File: config.mk
export PLATFORM = sky130hd
export DESIGN_NAME = asf_fifo_status
export DESIGN_NICKNAME = d
export VERILOG_FILES = /design/src/core/asf_pkg.sv /design/src/core/asf_fifo_status.sv
export SDC_FILE = /design/constraint.sdc
export NUM_CORES = 1
export LEC_CHECK = 0
export ABC_CLOCK_PERIOD_IN_PS = 3300
export BUFFER_PORTS_ARGS = -buffer_cell sky130_fd_sc_hd__buf_4
export CORE_UTILIZATION = 48
export DETAILED_ROUTE_END_ITERATION = 8
export PLACE_DENSITY_LB_ADDON = 0.3
export SYNTH_ARGS = -nofsm -noshare
export SYNTH_HDL_FRONTEND = slang
export SYNTH_SLANG_ARGS = --single-unit
File: constraint.sdc
create_clock -name pclk -period 3.3 [get_ports pclk]
set_clock_uncertainty 0.15 [all_clocks]
set_input_delay 0.495 -clock pclk [delete_from_list [all_inputs] [get_ports pclk]]
set_output_delay 0.495 -clock pclk [all_outputs]
set_load 0.05 [all_outputs]
File: src/core/asf_pkg.sv
// constants for the audio serial fifo status and trigger block
package asf_pkg;
   // ==========================================================
   // register byte addresses
   localparam logic [11:0] ASF_OFF_CONFIG   = 12'hE00;
   localparam logic [11:0] ASF_OFF_STATUS   = 12'hE04;
   localparam logic [11:0] ASF_OFF_TRIGGER  = 12'hE08;
   localparam logic [11:0] ASF_OFF_IRQ_SET  = 12'hE10;
   localparam logic [11:0] ASF_OFF_IRQ_CLR  = 12'hE14;
   localparam logic [11:0] ASF_OFF_IRQ_STAT = 12'hE18;
   // ==========================================================
   // fifo_status fields
   localparam int ASF_ST_TX_FAULT   = 0;
   localparam int ASF_ST_RX_OVERRUN = 1;
   localparam int ASF_ST_PERIPH_IRQ = 3;
   localparam int ASF_ST_TX_DRAINED = 4;
   localparam int ASF_ST_TX_ROOM    = 5;
   localparam int ASF_ST_RX_ENTRY   = 6;
   localparam int ASF_ST_RX_FULL    = 7;
   localparam int ASF_ST_TX_LVL_LO  = 8;
   localparam int ASF_ST_RX_LVL_LO  = 16;
   // ==========================================================
   // fifo_trigger_settings fields
   localparam int ASF_TR_TX_ON      = 0;
   localparam int ASF_TR_RX_ON      = 1;
   localparam int ASF_TR_TX_PT_LO   = 8;
   localparam int ASF_TR_RX_PT_LO   = 16;
   localparam int ASF_PT_W          = 4;
   // ==========================================================
   // fifo_config fields
   localparam int ASF_CF_DMA_TX     = 12;
   localparam int ASF_CF_DMA_RX     = 13;
   localparam int ASF_CF_WAKE_TX    = 14;
   localparam int ASF_CF_WAKE_RX    = 15;
   localparam int ASF_CF_FLUSH_TX   = 16;
   localparam int ASF_CF_FLUSH_RX   = 17;
   // ==========================================================
   // interrupt enable / status fields
   localparam int ASF_IE_TX_FAULT   = 0;
   localparam int ASF_IE_RX_OVERRUN = 1;
   localparam int ASF_IE_TX_LEVEL   = 2;
   localparam int ASF_IE_RX_LEVEL   = 3;
   localparam int ASF_IE_PERIPH     = 4;
   localparam int ASF_IE_W          = 4;
   // ==========================================================
   // sizes and reset values
   localparam int ASF_DEPTH         = 8;
   localparam int ASF_CNT_W         = 5;
   localparam logic [3:0] ASF_PT_RST   = 4'h0;
   localparam logic [3:0] ASF_IE_RST   = 4'h0;
   localparam logic [4:0] ASF_CNT_RST  = 5'h00;
   localparam logic [31:0] ASF_RD_ZERO = 32'h0000_0000;
endpackage : asf_pkg

File: src/core/asf_fifo_status.sv
// status, level trigger and dma request logic of an audio serial fifo
// ==========================================================
// Summary of operation
// - tx fault flag: push when full or pop when empty; write one clears
// - rx overrun flag: peripheral push into full rx fifo; write one clears
// - status bit mirrors the peripheral interrupt request
// - tx drained reads one when tx fifo empty, resets to one
// - tx has room resets to one, zero only when tx fifo full
// - rx has entry is one when rx fifo holds data, resets zero
// - rx at capacity is one when rx fifo full, resets zero
// - five-bit tx level field shows current tx entry count
// - five-bit rx level field shows current rx entry count
// - tx flags always agree with tx count
// - rx flags always agree with rx count
// - tx level trigger only when enabled; interrupt needs its enable too
// - rx level trigger only when enabled; interrupt needs its enable too
// - dma requests ignore the level trigger enables
// - tx trigger point N fires when tx level decreases to N
// - rx trigger point N fires when rx fifo holds N+1 entries
// - rx trigger compared when a new item enters rx fifo
// - trigger point ignored unless its trigger enable is set
// - reached level may request a wake for dma service
// - both directions in one instance; tx and rx sides kept independent
// - tx dma request while enabled and tx fifo not full
// - rx dma request while enabled and rx fifo not empty
// - tx level interrupt needs trigger enable, irq enable and level reached
`timescale 1ns/1ps
`default_nettype none
module asf_fifo_status #(
   parameter int DEPTH = asf_pkg::ASF_DEPTH,
   parameter int CNT_W = asf_pkg::ASF_CNT_W
) (
   input  wire logic        pclk,
   input  wire logic        presetn,
   input  wire logic        psel,
   input  wire logic        penable,
   input  wire logic        pwrite,
   input  wire logic [11:0] paddr,
   input  wire logic [31:0] pwdata,
   output logic      [31:0] prdata,
   output logic             pready,
   output logic             pslverr,
   input  wire logic        tx_push,
   input  wire logic        tx_pop,
   input  wire logic        rx_push,
   input  wire logic        rx_pop,
   input  wire logic        periph_irq,
   output logic             tx_dma_req,
   output logic             rx_dma_req,
   output logic             tx_level_trig,
   output logic             rx_level_trig,
   output logic             fifo_irq,
   output logic             wake_req
);
   // ==========================================================
   // parameter checks
   // level fields are five bits wide, trigger points four
   if (CNT_W != asf_pkg::ASF_CNT_W) begin : g_bad_cnt_w
      $error("asf_fifo_status: CNT_W must match the level field width");
   end
   if (DEPTH < 1 || DEPTH >= (1 << CNT_W)) begin : g_bad_depth
      $error("asf_fifo_status: DEPTH does not fit the level field");
   end
   if (DEPTH > (1 << asf_pkg::ASF_PT_W)) begin : g_bad_point
      $error("asf_fifo_status: trigger points cannot reach DEPTH");
   end

   localparam logic [CNT_W-1:0] FULL_CNT = CNT_W'(DEPTH);

   // ==========================================================
   // state
   typedef struct packed {
      logic [CNT_W-1:0]               tx_cnt;
      logic [CNT_W-1:0]               rx_cnt;
      logic                           tx_fault_flag;
      logic                           rx_overrun_flag;
      logic                           tx_hit;
      logic                           rx_hit;
      logic                           tx_dma_request_on;
      logic                           rx_dma_request_on;
      logic                           tx_wake_on;
      logic                           rx_wake_on;
      logic                           tx_level_trigger_on;
      logic                           rx_level_trigger_on;
      logic [asf_pkg::ASF_PT_W-1:0]   tx_point;
      logic [asf_pkg::ASF_PT_W-1:0]   rx_point;
      logic [asf_pkg::ASF_IE_W-1:0]   irq_enable;
      logic [31:0]                    rdata;
      logic                           slverr;
   } asf_state_s;

   asf_state_s s_r;
   asf_state_s s_nxt;

   // ==========================================================
   // combinational views
   logic                           setup_ph;
   logic                           wr_acc;
   logic                           mapped;
   logic                           tx_full;
   logic                           tx_empty;
   logic                           rx_full;
   logic                           rx_empty;
   logic                           tx_push_ok;
   logic                           tx_pop_ok;
   logic                           rx_push_ok;
   logic                           rx_pop_ok;
   logic                           tx_trig;
   logic                           rx_trig;
   logic                           tx_fault_evt;
   logic                           rx_overrun_evt;
   logic [asf_pkg::ASF_IE_W:0]     irq_stat;
   logic [31:0]                    status_word;
   logic [31:0]                    trig_word;
   logic [31:0]                    cfg_word;
   logic [31:0]                    rd_word;

   always_comb begin
      setup_ph = psel && !penable;
      wr_acc   = psel && penable && pwrite;
      mapped   = (paddr == asf_pkg::ASF_OFF_CONFIG)  ||
                 (paddr == asf_pkg::ASF_OFF_STATUS)  ||
                 (paddr == asf_pkg::ASF_OFF_TRIGGER) ||
                 (paddr == asf_pkg::ASF_OFF_IRQ_SET) ||
                 (paddr == asf_pkg::ASF_OFF_IRQ_CLR) ||
                 (paddr == asf_pkg::ASF_OFF_IRQ_STAT);

      // flags derived straight from the counts
      tx_full  = (s_r.tx_cnt == FULL_CNT);
      tx_empty = (s_r.tx_cnt == '0);
      rx_full  = (s_r.rx_cnt == FULL_CNT);
      rx_empty = (s_r.rx_cnt == '0);

      // each side runs on its own, both can be used in one instance
      // a push into a full fifo still fits when a pop leaves in the same cycle
      tx_push_ok = tx_push && (!tx_full || tx_pop);
      tx_pop_ok  = tx_pop && !tx_empty;
      rx_push_ok = rx_push && (!rx_full || rx_pop);
      rx_pop_ok  = rx_pop && !rx_empty;

      // overflow, or the peripheral asking an empty tx fifo for data
      tx_fault_evt   = (tx_push && tx_full && !tx_pop) || (tx_pop && tx_empty);
      rx_overrun_evt = rx_push && rx_full && !rx_pop;

      // trigger points only count when enabled
      tx_trig = s_r.tx_level_trigger_on && s_r.tx_hit;
      rx_trig = s_r.rx_level_trigger_on && s_r.rx_hit;

      irq_stat = '0;
      irq_stat[asf_pkg::ASF_IE_TX_FAULT] =
         s_r.tx_fault_flag && s_r.irq_enable[asf_pkg::ASF_IE_TX_FAULT];
      irq_stat[asf_pkg::ASF_IE_RX_OVERRUN] =
         s_r.rx_overrun_flag && s_r.irq_enable[asf_pkg::ASF_IE_RX_OVERRUN];
      irq_stat[asf_pkg::ASF_IE_TX_LEVEL] =
         tx_trig && s_r.irq_enable[asf_pkg::ASF_IE_TX_LEVEL];
      irq_stat[asf_pkg::ASF_IE_RX_LEVEL] =
         rx_trig && s_r.irq_enable[asf_pkg::ASF_IE_RX_LEVEL];
      irq_stat[asf_pkg::ASF_IE_PERIPH] = periph_irq;

      // status word, reserved bits zero
      status_word = asf_pkg::ASF_RD_ZERO;
      status_word[asf_pkg::ASF_ST_TX_FAULT]   = s_r.tx_fault_flag;
      status_word[asf_pkg::ASF_ST_RX_OVERRUN] = s_r.rx_overrun_flag;
      status_word[asf_pkg::ASF_ST_PERIPH_IRQ] = periph_irq;
      status_word[asf_pkg::ASF_ST_TX_DRAINED] = tx_empty;
      status_word[asf_pkg::ASF_ST_TX_ROOM]    = !tx_full;
      status_word[asf_pkg::ASF_ST_RX_ENTRY]   = !rx_empty;
      status_word[asf_pkg::ASF_ST_RX_FULL]    = rx_full;
      status_word[asf_pkg::ASF_ST_TX_LVL_LO +: CNT_W] = s_r.tx_cnt;
      status_word[asf_pkg::ASF_ST_RX_LVL_LO +: CNT_W] = s_r.rx_cnt;

      trig_word = asf_pkg::ASF_RD_ZERO;
      trig_word[asf_pkg::ASF_TR_TX_ON] = s_r.tx_level_trigger_on;
      trig_word[asf_pkg::ASF_TR_RX_ON] = s_r.rx_level_trigger_on;
      trig_word[asf_pkg::ASF_TR_TX_PT_LO +: asf_pkg::ASF_PT_W] = s_r.tx_point;
      trig_word[asf_pkg::ASF_TR_RX_PT_LO +: asf_pkg::ASF_PT_W] = s_r.rx_point;

      cfg_word = asf_pkg::ASF_RD_ZERO;
      cfg_word[asf_pkg::ASF_CF_DMA_TX]  = s_r.tx_dma_request_on;
      cfg_word[asf_pkg::ASF_CF_DMA_RX]  = s_r.rx_dma_request_on;
      cfg_word[asf_pkg::ASF_CF_WAKE_TX] = s_r.tx_wake_on;
      cfg_word[asf_pkg::ASF_CF_WAKE_RX] = s_r.rx_wake_on;

      // read mux
      rd_word = asf_pkg::ASF_RD_ZERO;
      unique case (paddr)
         asf_pkg::ASF_OFF_CONFIG:   rd_word = cfg_word;
         asf_pkg::ASF_OFF_STATUS:   rd_word = status_word;
         asf_pkg::ASF_OFF_TRIGGER:  rd_word = trig_word;
         asf_pkg::ASF_OFF_IRQ_SET:  rd_word[asf_pkg::ASF_IE_W-1:0] = s_r.irq_enable;
         asf_pkg::ASF_OFF_IRQ_CLR:  rd_word[asf_pkg::ASF_IE_W-1:0] = s_r.irq_enable;
         asf_pkg::ASF_OFF_IRQ_STAT: rd_word[asf_pkg::ASF_IE_W:0] = irq_stat;
         default:                   rd_word = asf_pkg::ASF_RD_ZERO;
      endcase
   end

   // ==========================================================
   // next state
   always_comb begin
      s_nxt = s_r;

      // apb read data and error captured in setup phase
      if (setup_ph) begin
         s_nxt.rdata  = pwrite ? asf_pkg::ASF_RD_ZERO : rd_word;
         s_nxt.slverr = !mapped;
      end

      // fill counts
      s_nxt.tx_cnt = s_r.tx_cnt + CNT_W'(tx_push_ok) - CNT_W'(tx_pop_ok);
      s_nxt.rx_cnt = s_r.rx_cnt + CNT_W'(rx_push_ok) - CNT_W'(rx_pop_ok);

      // register writes; reserved bits are dropped
      if (wr_acc) begin
         unique case (paddr)
            asf_pkg::ASF_OFF_CONFIG: begin
               s_nxt.tx_dma_request_on = pwdata[asf_pkg::ASF_CF_DMA_TX];
               s_nxt.rx_dma_request_on = pwdata[asf_pkg::ASF_CF_DMA_RX];
               s_nxt.tx_wake_on        = pwdata[asf_pkg::ASF_CF_WAKE_TX];
               s_nxt.rx_wake_on        = pwdata[asf_pkg::ASF_CF_WAKE_RX];
               if (pwdata[asf_pkg::ASF_CF_FLUSH_TX]) begin
                  s_nxt.tx_cnt = asf_pkg::ASF_CNT_RST;
               end
               if (pwdata[asf_pkg::ASF_CF_FLUSH_RX]) begin
                  s_nxt.rx_cnt = asf_pkg::ASF_CNT_RST;
               end
            end
            asf_pkg::ASF_OFF_STATUS: begin
               if (pwdata[asf_pkg::ASF_ST_TX_FAULT]) begin
                  s_nxt.tx_fault_flag = 1'b0;
               end
               if (pwdata[asf_pkg::ASF_ST_RX_OVERRUN]) begin
                  s_nxt.rx_overrun_flag = 1'b0;
               end
            end
            asf_pkg::ASF_OFF_TRIGGER: begin
               s_nxt.tx_level_trigger_on = pwdata[asf_pkg::ASF_TR_TX_ON];
               s_nxt.rx_level_trigger_on = pwdata[asf_pkg::ASF_TR_RX_ON];
               s_nxt.tx_point = pwdata[asf_pkg::ASF_TR_TX_PT_LO +: asf_pkg::ASF_PT_W];
               s_nxt.rx_point = pwdata[asf_pkg::ASF_TR_RX_PT_LO +: asf_pkg::ASF_PT_W];
            end
            asf_pkg::ASF_OFF_IRQ_SET: begin
               s_nxt.irq_enable = s_r.irq_enable | pwdata[asf_pkg::ASF_IE_W-1:0];
            end
            asf_pkg::ASF_OFF_IRQ_CLR: begin
               s_nxt.irq_enable = s_r.irq_enable & ~pwdata[asf_pkg::ASF_IE_W-1:0];
            end
            default: begin
               s_nxt.irq_enable = s_r.irq_enable;
            end
         endcase
      end

      // error events win over a same-cycle clear
      if (tx_fault_evt) begin
         s_nxt.tx_fault_flag = 1'b1;
      end
      if (rx_overrun_evt) begin
         s_nxt.rx_overrun_flag = 1'b1;
      end

      // tx level: set when the count falls to the point, cleared on rising above
      // points are taken as they stand after this edge
      if (s_nxt.tx_cnt < s_r.tx_cnt &&
          s_nxt.tx_cnt <= {1'b0, s_nxt.tx_point}) begin
         s_nxt.tx_hit = 1'b1;
      end else if (s_nxt.tx_cnt > {1'b0, s_nxt.tx_point}) begin
         s_nxt.tx_hit = 1'b0;
      end

      // rx level: checked as an item arrives, cleared once it drains back to the point
      if (rx_push_ok && s_nxt.rx_cnt > {1'b0, s_nxt.rx_point}) begin
         s_nxt.rx_hit = 1'b1;
      end else if (s_nxt.rx_cnt <= {1'b0, s_nxt.rx_point}) begin
         s_nxt.rx_hit = 1'b0;
      end

      // a disabled trigger keeps no stale hit that would fire on enable
      if (!s_nxt.tx_level_trigger_on) begin
         s_nxt.tx_hit = 1'b0;
      end
      if (!s_nxt.rx_level_trigger_on) begin
         s_nxt.rx_hit = 1'b0;
      end
   end

   // ==========================================================
   // registers
   always_ff @(posedge pclk or negedge presetn) begin
      if (!presetn) begin
         s_r.tx_cnt              <= asf_pkg::ASF_CNT_RST;
         s_r.rx_cnt              <= asf_pkg::ASF_CNT_RST;
         s_r.tx_fault_flag       <= 1'b0;
         s_r.rx_overrun_flag     <= 1'b0;
         s_r.tx_hit              <= 1'b0;
         s_r.rx_hit              <= 1'b0;
         s_r.tx_dma_request_on   <= 1'b0;
         s_r.rx_dma_request_on   <= 1'b0;
         s_r.tx_wake_on          <= 1'b0;
         s_r.rx_wake_on          <= 1'b0;
         s_r.tx_level_trigger_on <= 1'b0;
         s_r.rx_level_trigger_on <= 1'b0;
         s_r.tx_point            <= asf_pkg::ASF_PT_RST;
         s_r.rx_point            <= asf_pkg::ASF_PT_RST;
         s_r.irq_enable          <= asf_pkg::ASF_IE_RST;
         s_r.rdata               <= asf_pkg::ASF_RD_ZERO;
         s_r.slverr              <= 1'b0;
      end else begin
         s_r <= s_nxt;
      end
   end

   // ==========================================================
   // outputs
   always_comb begin
      prdata        = s_r.rdata;
      pready        = 1'b1;
      pslverr       = psel && penable && s_r.slverr;
      tx_dma_req    = s_r.tx_dma_request_on && !tx_full;
      rx_dma_req    = s_r.rx_dma_request_on && !rx_empty;
      tx_level_trig = tx_trig;
      rx_level_trig = rx_trig;
      fifo_irq      = |irq_stat;
      wake_req      = (s_r.tx_wake_on && tx_trig) ||
                      (s_r.rx_wake_on && rx_trig);
   end
endmodule : asf_fifo_status
`default_nettype wire

Yosys cells after proc, flatten, opt, wreduce, memory -nomap -nowiden

Cells that the tools add are included.

Flip-flop bits (word level): 65
Bits of input ports: 54
Word-level logic and storage cells: 118

Add/sub/neg operators: 4
Magnitude comparators: 5
Equality and inequality tests: 10
Muxes and demuxes: 22
Bitwise logic cells: 3
Reductions and logical operators: 57

Operator list:

| cell                                           | count |
|---|---|
| == test 12 bit (second input constant)         | 6 |
| case mux 16 bit (3 select lines)               | 1 |
| two-way mux 32 bit                             | 1 |
| logical AND 1 bit                              | 25 |
| two-way mux 10 bit                             | 2 |
| case mux 4 bit (4 select lines)                | 1 |
| two-way mux 14 bit                             | 1 |
| nonzero test 2 bit                             | 7 |
| two-way mux 12 bit                             | 1 |
| adder 5 x 1 -> 5 bit                           | 2 |
| == test 5 x 4 -> 1 bit (second input constant) | 2 |
| greater-than comparator 5 x 4 -> 1 bit         | 2 |
| less-or-equal comparator 5 x 4 -> 1 bit        | 2 |
| logical NOT 5 bit                              | 2 |
| two-way mux 1 bit                              | 10 |
| two-way mux 5 bit                              | 2 |
| subtractor 5 x 1 -> 5 bit                      | 2 |
| logical OR 1 bit                               | 9 |
| logical NOT 1 bit                              | 8 |
| case mux 4 bit (2 select lines)                | 1 |
| != test 3 x 1 -> 1 bit (second input constant) | 2 |
| AND reduction 3 bit                            | 2 |
| < comparator 5 bit                             | 1 |
| OR reduction 5 bit                             | 1 |
| 7 further kinds                                | 8 |

Depth between registers and ports, before layout

Depth after elaboration: 13
Mapped depth: 18
Mapped depth without buffers: 18

Worst setup path after synthesis

Ideal clock, no wire load.

Kind: reg-to-reg
Start: reg s_r[64] in the netlist's numbering
End: reg s_r[52] in the netlist's numbering
Data arrival time: 3.426 ns
Required time: 3.083 ns
Setup slack: -0.342 ns
Cell stages (with the launch flop): 17
Path buffers: 0
Clock period less this slack: 3.642 ns
Path through: dfrtp_1 > nor3_1 > a21boi_0 > ha_1 > inv_1 > ha_1 > fa_1 > a21oi_1 > nor2_1 > or3_1 > a21oi_1 > ha_1 > o21ai_0 > a21oi_1 > and4_1 > a221oi_1 > and3b_1

RTL lines:

| element                  | RTL line               | text |
|---|---|---|
| start: declaration       | asf_fifo_status.sv:92  | `asf_state_s s_r;` |
| start signal: assignment | asf_fifo_status.sv:308 | `s_r <= s_nxt;` |

==> flow_metrics.tcl <==
set metrics [dict create \
    status "finished with violations" \
    failed_checks "setup timing" \
    fin_total_pwr_mw 3.23 \
    gr-total-overflow 0 \
    h-tree-depth 2 \
    grt_max_degree 55 \
    ys_async_sr_fraction_pct 100 \
    chipWidth_um 86.5 \
    fillCellCount 596 \
    drt_iter0_markers 188 \
    synth_xor_area_share_pct 1.79 \
    rrSetupSlack_ns -0.34 \
    rr_startpoint "s_r[60]" \
    synth_top_family_by_area "simple AND/OR/NAND/NOR gates" \
    drive_above_1_share_pct 33.4 \
    synth.avg_cell_area_sq_um 9.62 \
    rows 30 \
    drc 0 \
    io_buffers 65 \
    io_pins 94 \
    p_leak_nw 2.11 \
    synthCells 356 \
    firstDrtPassIters 4 \
    track_usage_pct 22.0 \
    power_density_nw_per_um2 766 \
    max_slew_margin_pct 44.5 \
    crit_fanout 3 \
    synth_compound_area_share_pct 12.9 \
    synth_seq_area_share_pct 39.4 \
    design.core.area_sq_um 6830 \
    net-switching-power_mw 1.29 \
    clkSinkCount 54 \
    pwr-share-clk_pct 13.8 \
    synth_mux_area_share_pct 6.43 \
    yosys.area_share.simple_pct 16.5 \
    ys_warn_count 0 \
    clk_pin_slew_worst_paths_ns 0.10 \
    areaGrowthSynthToFinish_pct 22.9 \
    synth-seq-cells 54 \
    clk_path_buf_depth 2 \
    detailed_place_hpwl_mm 5.92 \
    netlist.top_cell.by_area "dfrtp_1" \
    antenna_found_initial 0 \
    ys_top_cells_by_count "54 x dfrtp_1, 43 x nand2_1, 33 x buf_4" \
    initial_utilization_pct 50.1 \
    cap_violations 0 \
    grt_pass1_vias 2578 \
    p_int_mw 1.94 \
    setup_viol 1 \
    place_congestion 0.855 \
    pwr-share-seq_pct 25.6 \
    nNetsFinal 506 \
    start_kind "flip-flop" \
    numCtsBuffers 5 \
    sw_frac_of_total_pct 39.9 \
    peakVddDrop_mv 0.553 \
    setup_ws_ns -0.336 \
    clk_latency_ns 0.31 \
    worstSetupEndpointType "flip-flop" \
    hold_violations 0 \
    hold_buffers 0 \
    cp_cell_sequence "nor3_4 > a21boi_2 > ha_1 > inv_2 > ha_4 > fa_2 > a21oi_2 > nor2_2 > or3_1 > a21oi_2 > ha_4 > a211oi_2 > nand2_1 > a221oi_2 > and3b_1" \
    synth_edf_count 0 \
    timing.fmax_ghz 0.275 \
    hold_ws_ns 0.0689 \
    slew_violations 0 \
    period_share_pct 110 \
    cp_slowest_stage_delay_ns 0.41 \
    routed_wl_mm 8.01 \
    cts_tree "built" \
    synthAdderAreaFrac_pct 10.7 \
    netlist-cell-type-count 56 \
    clockRootBuffer "clkbuf_8" \
    max_slew.worst_pin.slew_ns 0.824 \
    place_ws_ns -0.355 \
    antennaDiodeCount 0 \
    grt_pass1_wl_mm 12.6 \
    worstHoldPathType "input port to asynchronous set/reset pin" \
    reg2regPathDepth 15 \
    pwr-share-comb_pct 60.6 \
    r2r-end "s_r[52]" \
    yosysMostFrequentCell "dfrtp_1" \
    rsz0062_at_grt "true" \
    synth_top_area_share_pct 39.4 \
    via_per_inst 5.26 \
    die_y_um 86.5 \
    worstSetupPathType "flip-flop to flip-flop" \
    arrival_ns 3.74 \
    period_needed_ns 3.64 \
    required_ns 3.40 \
    netlist_top_cells_area "dfrtp_1 39%, ha_1 9.5%, buf_4 7.2%" \
    fp.dieArea_sq_um 7480 \
    ant_nets 0 \
    wire_per_inst_um 15.4 \
    cp_slowest_cell "dfrtp_1" \
    dr_total_vias 2739 \
    synthFlopType "dfrtp_1" \
    synth_area_sq_um 3430 \
]
[worst max path at each step]
| stage | startpoint | to | slack (ns) | cells past startpoint |
|---|---|---|---|---|
| final | s_r[60] | s_r[52] | -0.34 | 15 |
| after global routing | s_r[63] | s_r[52] | -0.46 | 17 |
| after CTS | s_r[64] | s_r[52] | -0.27 | 16 |
| after detailed placement | s_r[60] | s_r[52] | -0.35 | 17 |
| after global placement | s_r[60] | s_r[52] | -0.23 | 17 |
| after floorplan | s_r[62] | s_r[52] | -0.15 | 18 |
[per-stage QoR]
step	instance area [sq um]	setup TNS, ns	utilization [%]	std cells
floorplan	3480	-0.150	-	366
global placement	3980	-0.231	58.2	507
detailed placement	3980	-0.355	58.2	507
CTS	4130	-0.274	60.4	518
global route	4210	-0.463	61.6	521
finish	4210	-0.336	61.6	521
[registers in the layout, summed over array words and instances (netlist names), named ones only]
register and count:
cfg_word 4, prdata 21, s_r 25
[power by group through the flow]
stage / Clock (mW) / Sequential (mW) / Combinational [mW]
after floorplan: 0 / 0.825 / 1.08
after global placement: 0 / 0.827 / 1.56
after detailed placement: 0 / 0.828 / 1.62
after CTS: 0.459 / 0.822 / 1.76
after global routing: 0.479 / 0.832 / 2.19
final: 0.445 / 0.825 / 1.96
[cell usage in the layout, fill, tap and decap left out, types with 2 or more instances in the layout]
master	Yosys	routed
a21o_1	2	2
a21oi_1	11	8
a21oi_2	0	3
a221o_1	2	2
a22o_1	7	7
a22oi_1	8	8
and2_1	8	8
and4_1	2	2
and4_2	2	2
buf_4	33	95
clkbuf_8	0	5
clkinv_2	0	2
conb_1	2	12
dfrtp_1	54	54
ha_1	26	22
ha_4	0	3
inv_1	27	23
inv_2	0	4
mux2_2	8	8
mux2_4	2	2
mux2i_1	10	10
nand2_1	43	42
nand2b_1	6	6
nand3_1	5	5
nand4_1	2	2
nor2_1	11	10
nor2_2	1	2
nor2b_1	5	5
nor3_1	5	3
nor3_4	1	2
o21ai_0	25	22
o21ai_2	0	2
o31ai_1	3	3
xnor2_1	6	6
[layout make-up]
cell class	count	area (sq um)	area share (%)
repair buffers	96	733	17.4
inverters	27	101	2.41
multi-input cells	240	1800	42.7
well taps	96	120	2.85
clock buffers	5	68.8	1.63
flip-flops and latches	54	1350	32.1
clock inverters	3	40.0	0.951
[critical path, delay by kind of cell (launching register included)]
family / cells / cell delay, ns
buffers and inverters: 1 / 0.05
AOI/OAI and AO/OA: 5 / 0.93
DFF: 1 / 0.41
adders and majority gates: 4 / 1.07
and+or+nand+nor: 5 / 0.98
[layer usage]
layer	share of wire, %	vias up	track usage [%]
met4	1.3	0	6.06
met2	50	91	38.0
met5	0	-	0
met3	5.8	9	3.62
met1	42	1320	28.4
li1	-	1319	-
[timing repair]
item,4_1_cts,5_1_grt
pin swaps,13,14
setup endpoints to repair,1,2
resized for setup,5,16
gates cloned,0,0
buffers inserted,3,3
[cells by family (layout without fill, tap and decap cells)]
| logic type | count (synthesis) | after routing |
|---|---|---|
| AOI/OAI and AO/OA | 68 | 68 |
| xor gates and xnor gates | 7 | 7 |
| adders and majority gates | 28 | 28 |
| buffers and inverters | 72 | 131 |
| DFF | 54 | 54 |
| muxes | 20 | 20 |
| other | 2 | 12 |
| and+or+nand+nor | 105 | 105 |
No activity file was read; power rests on OpenSTA's default activity.
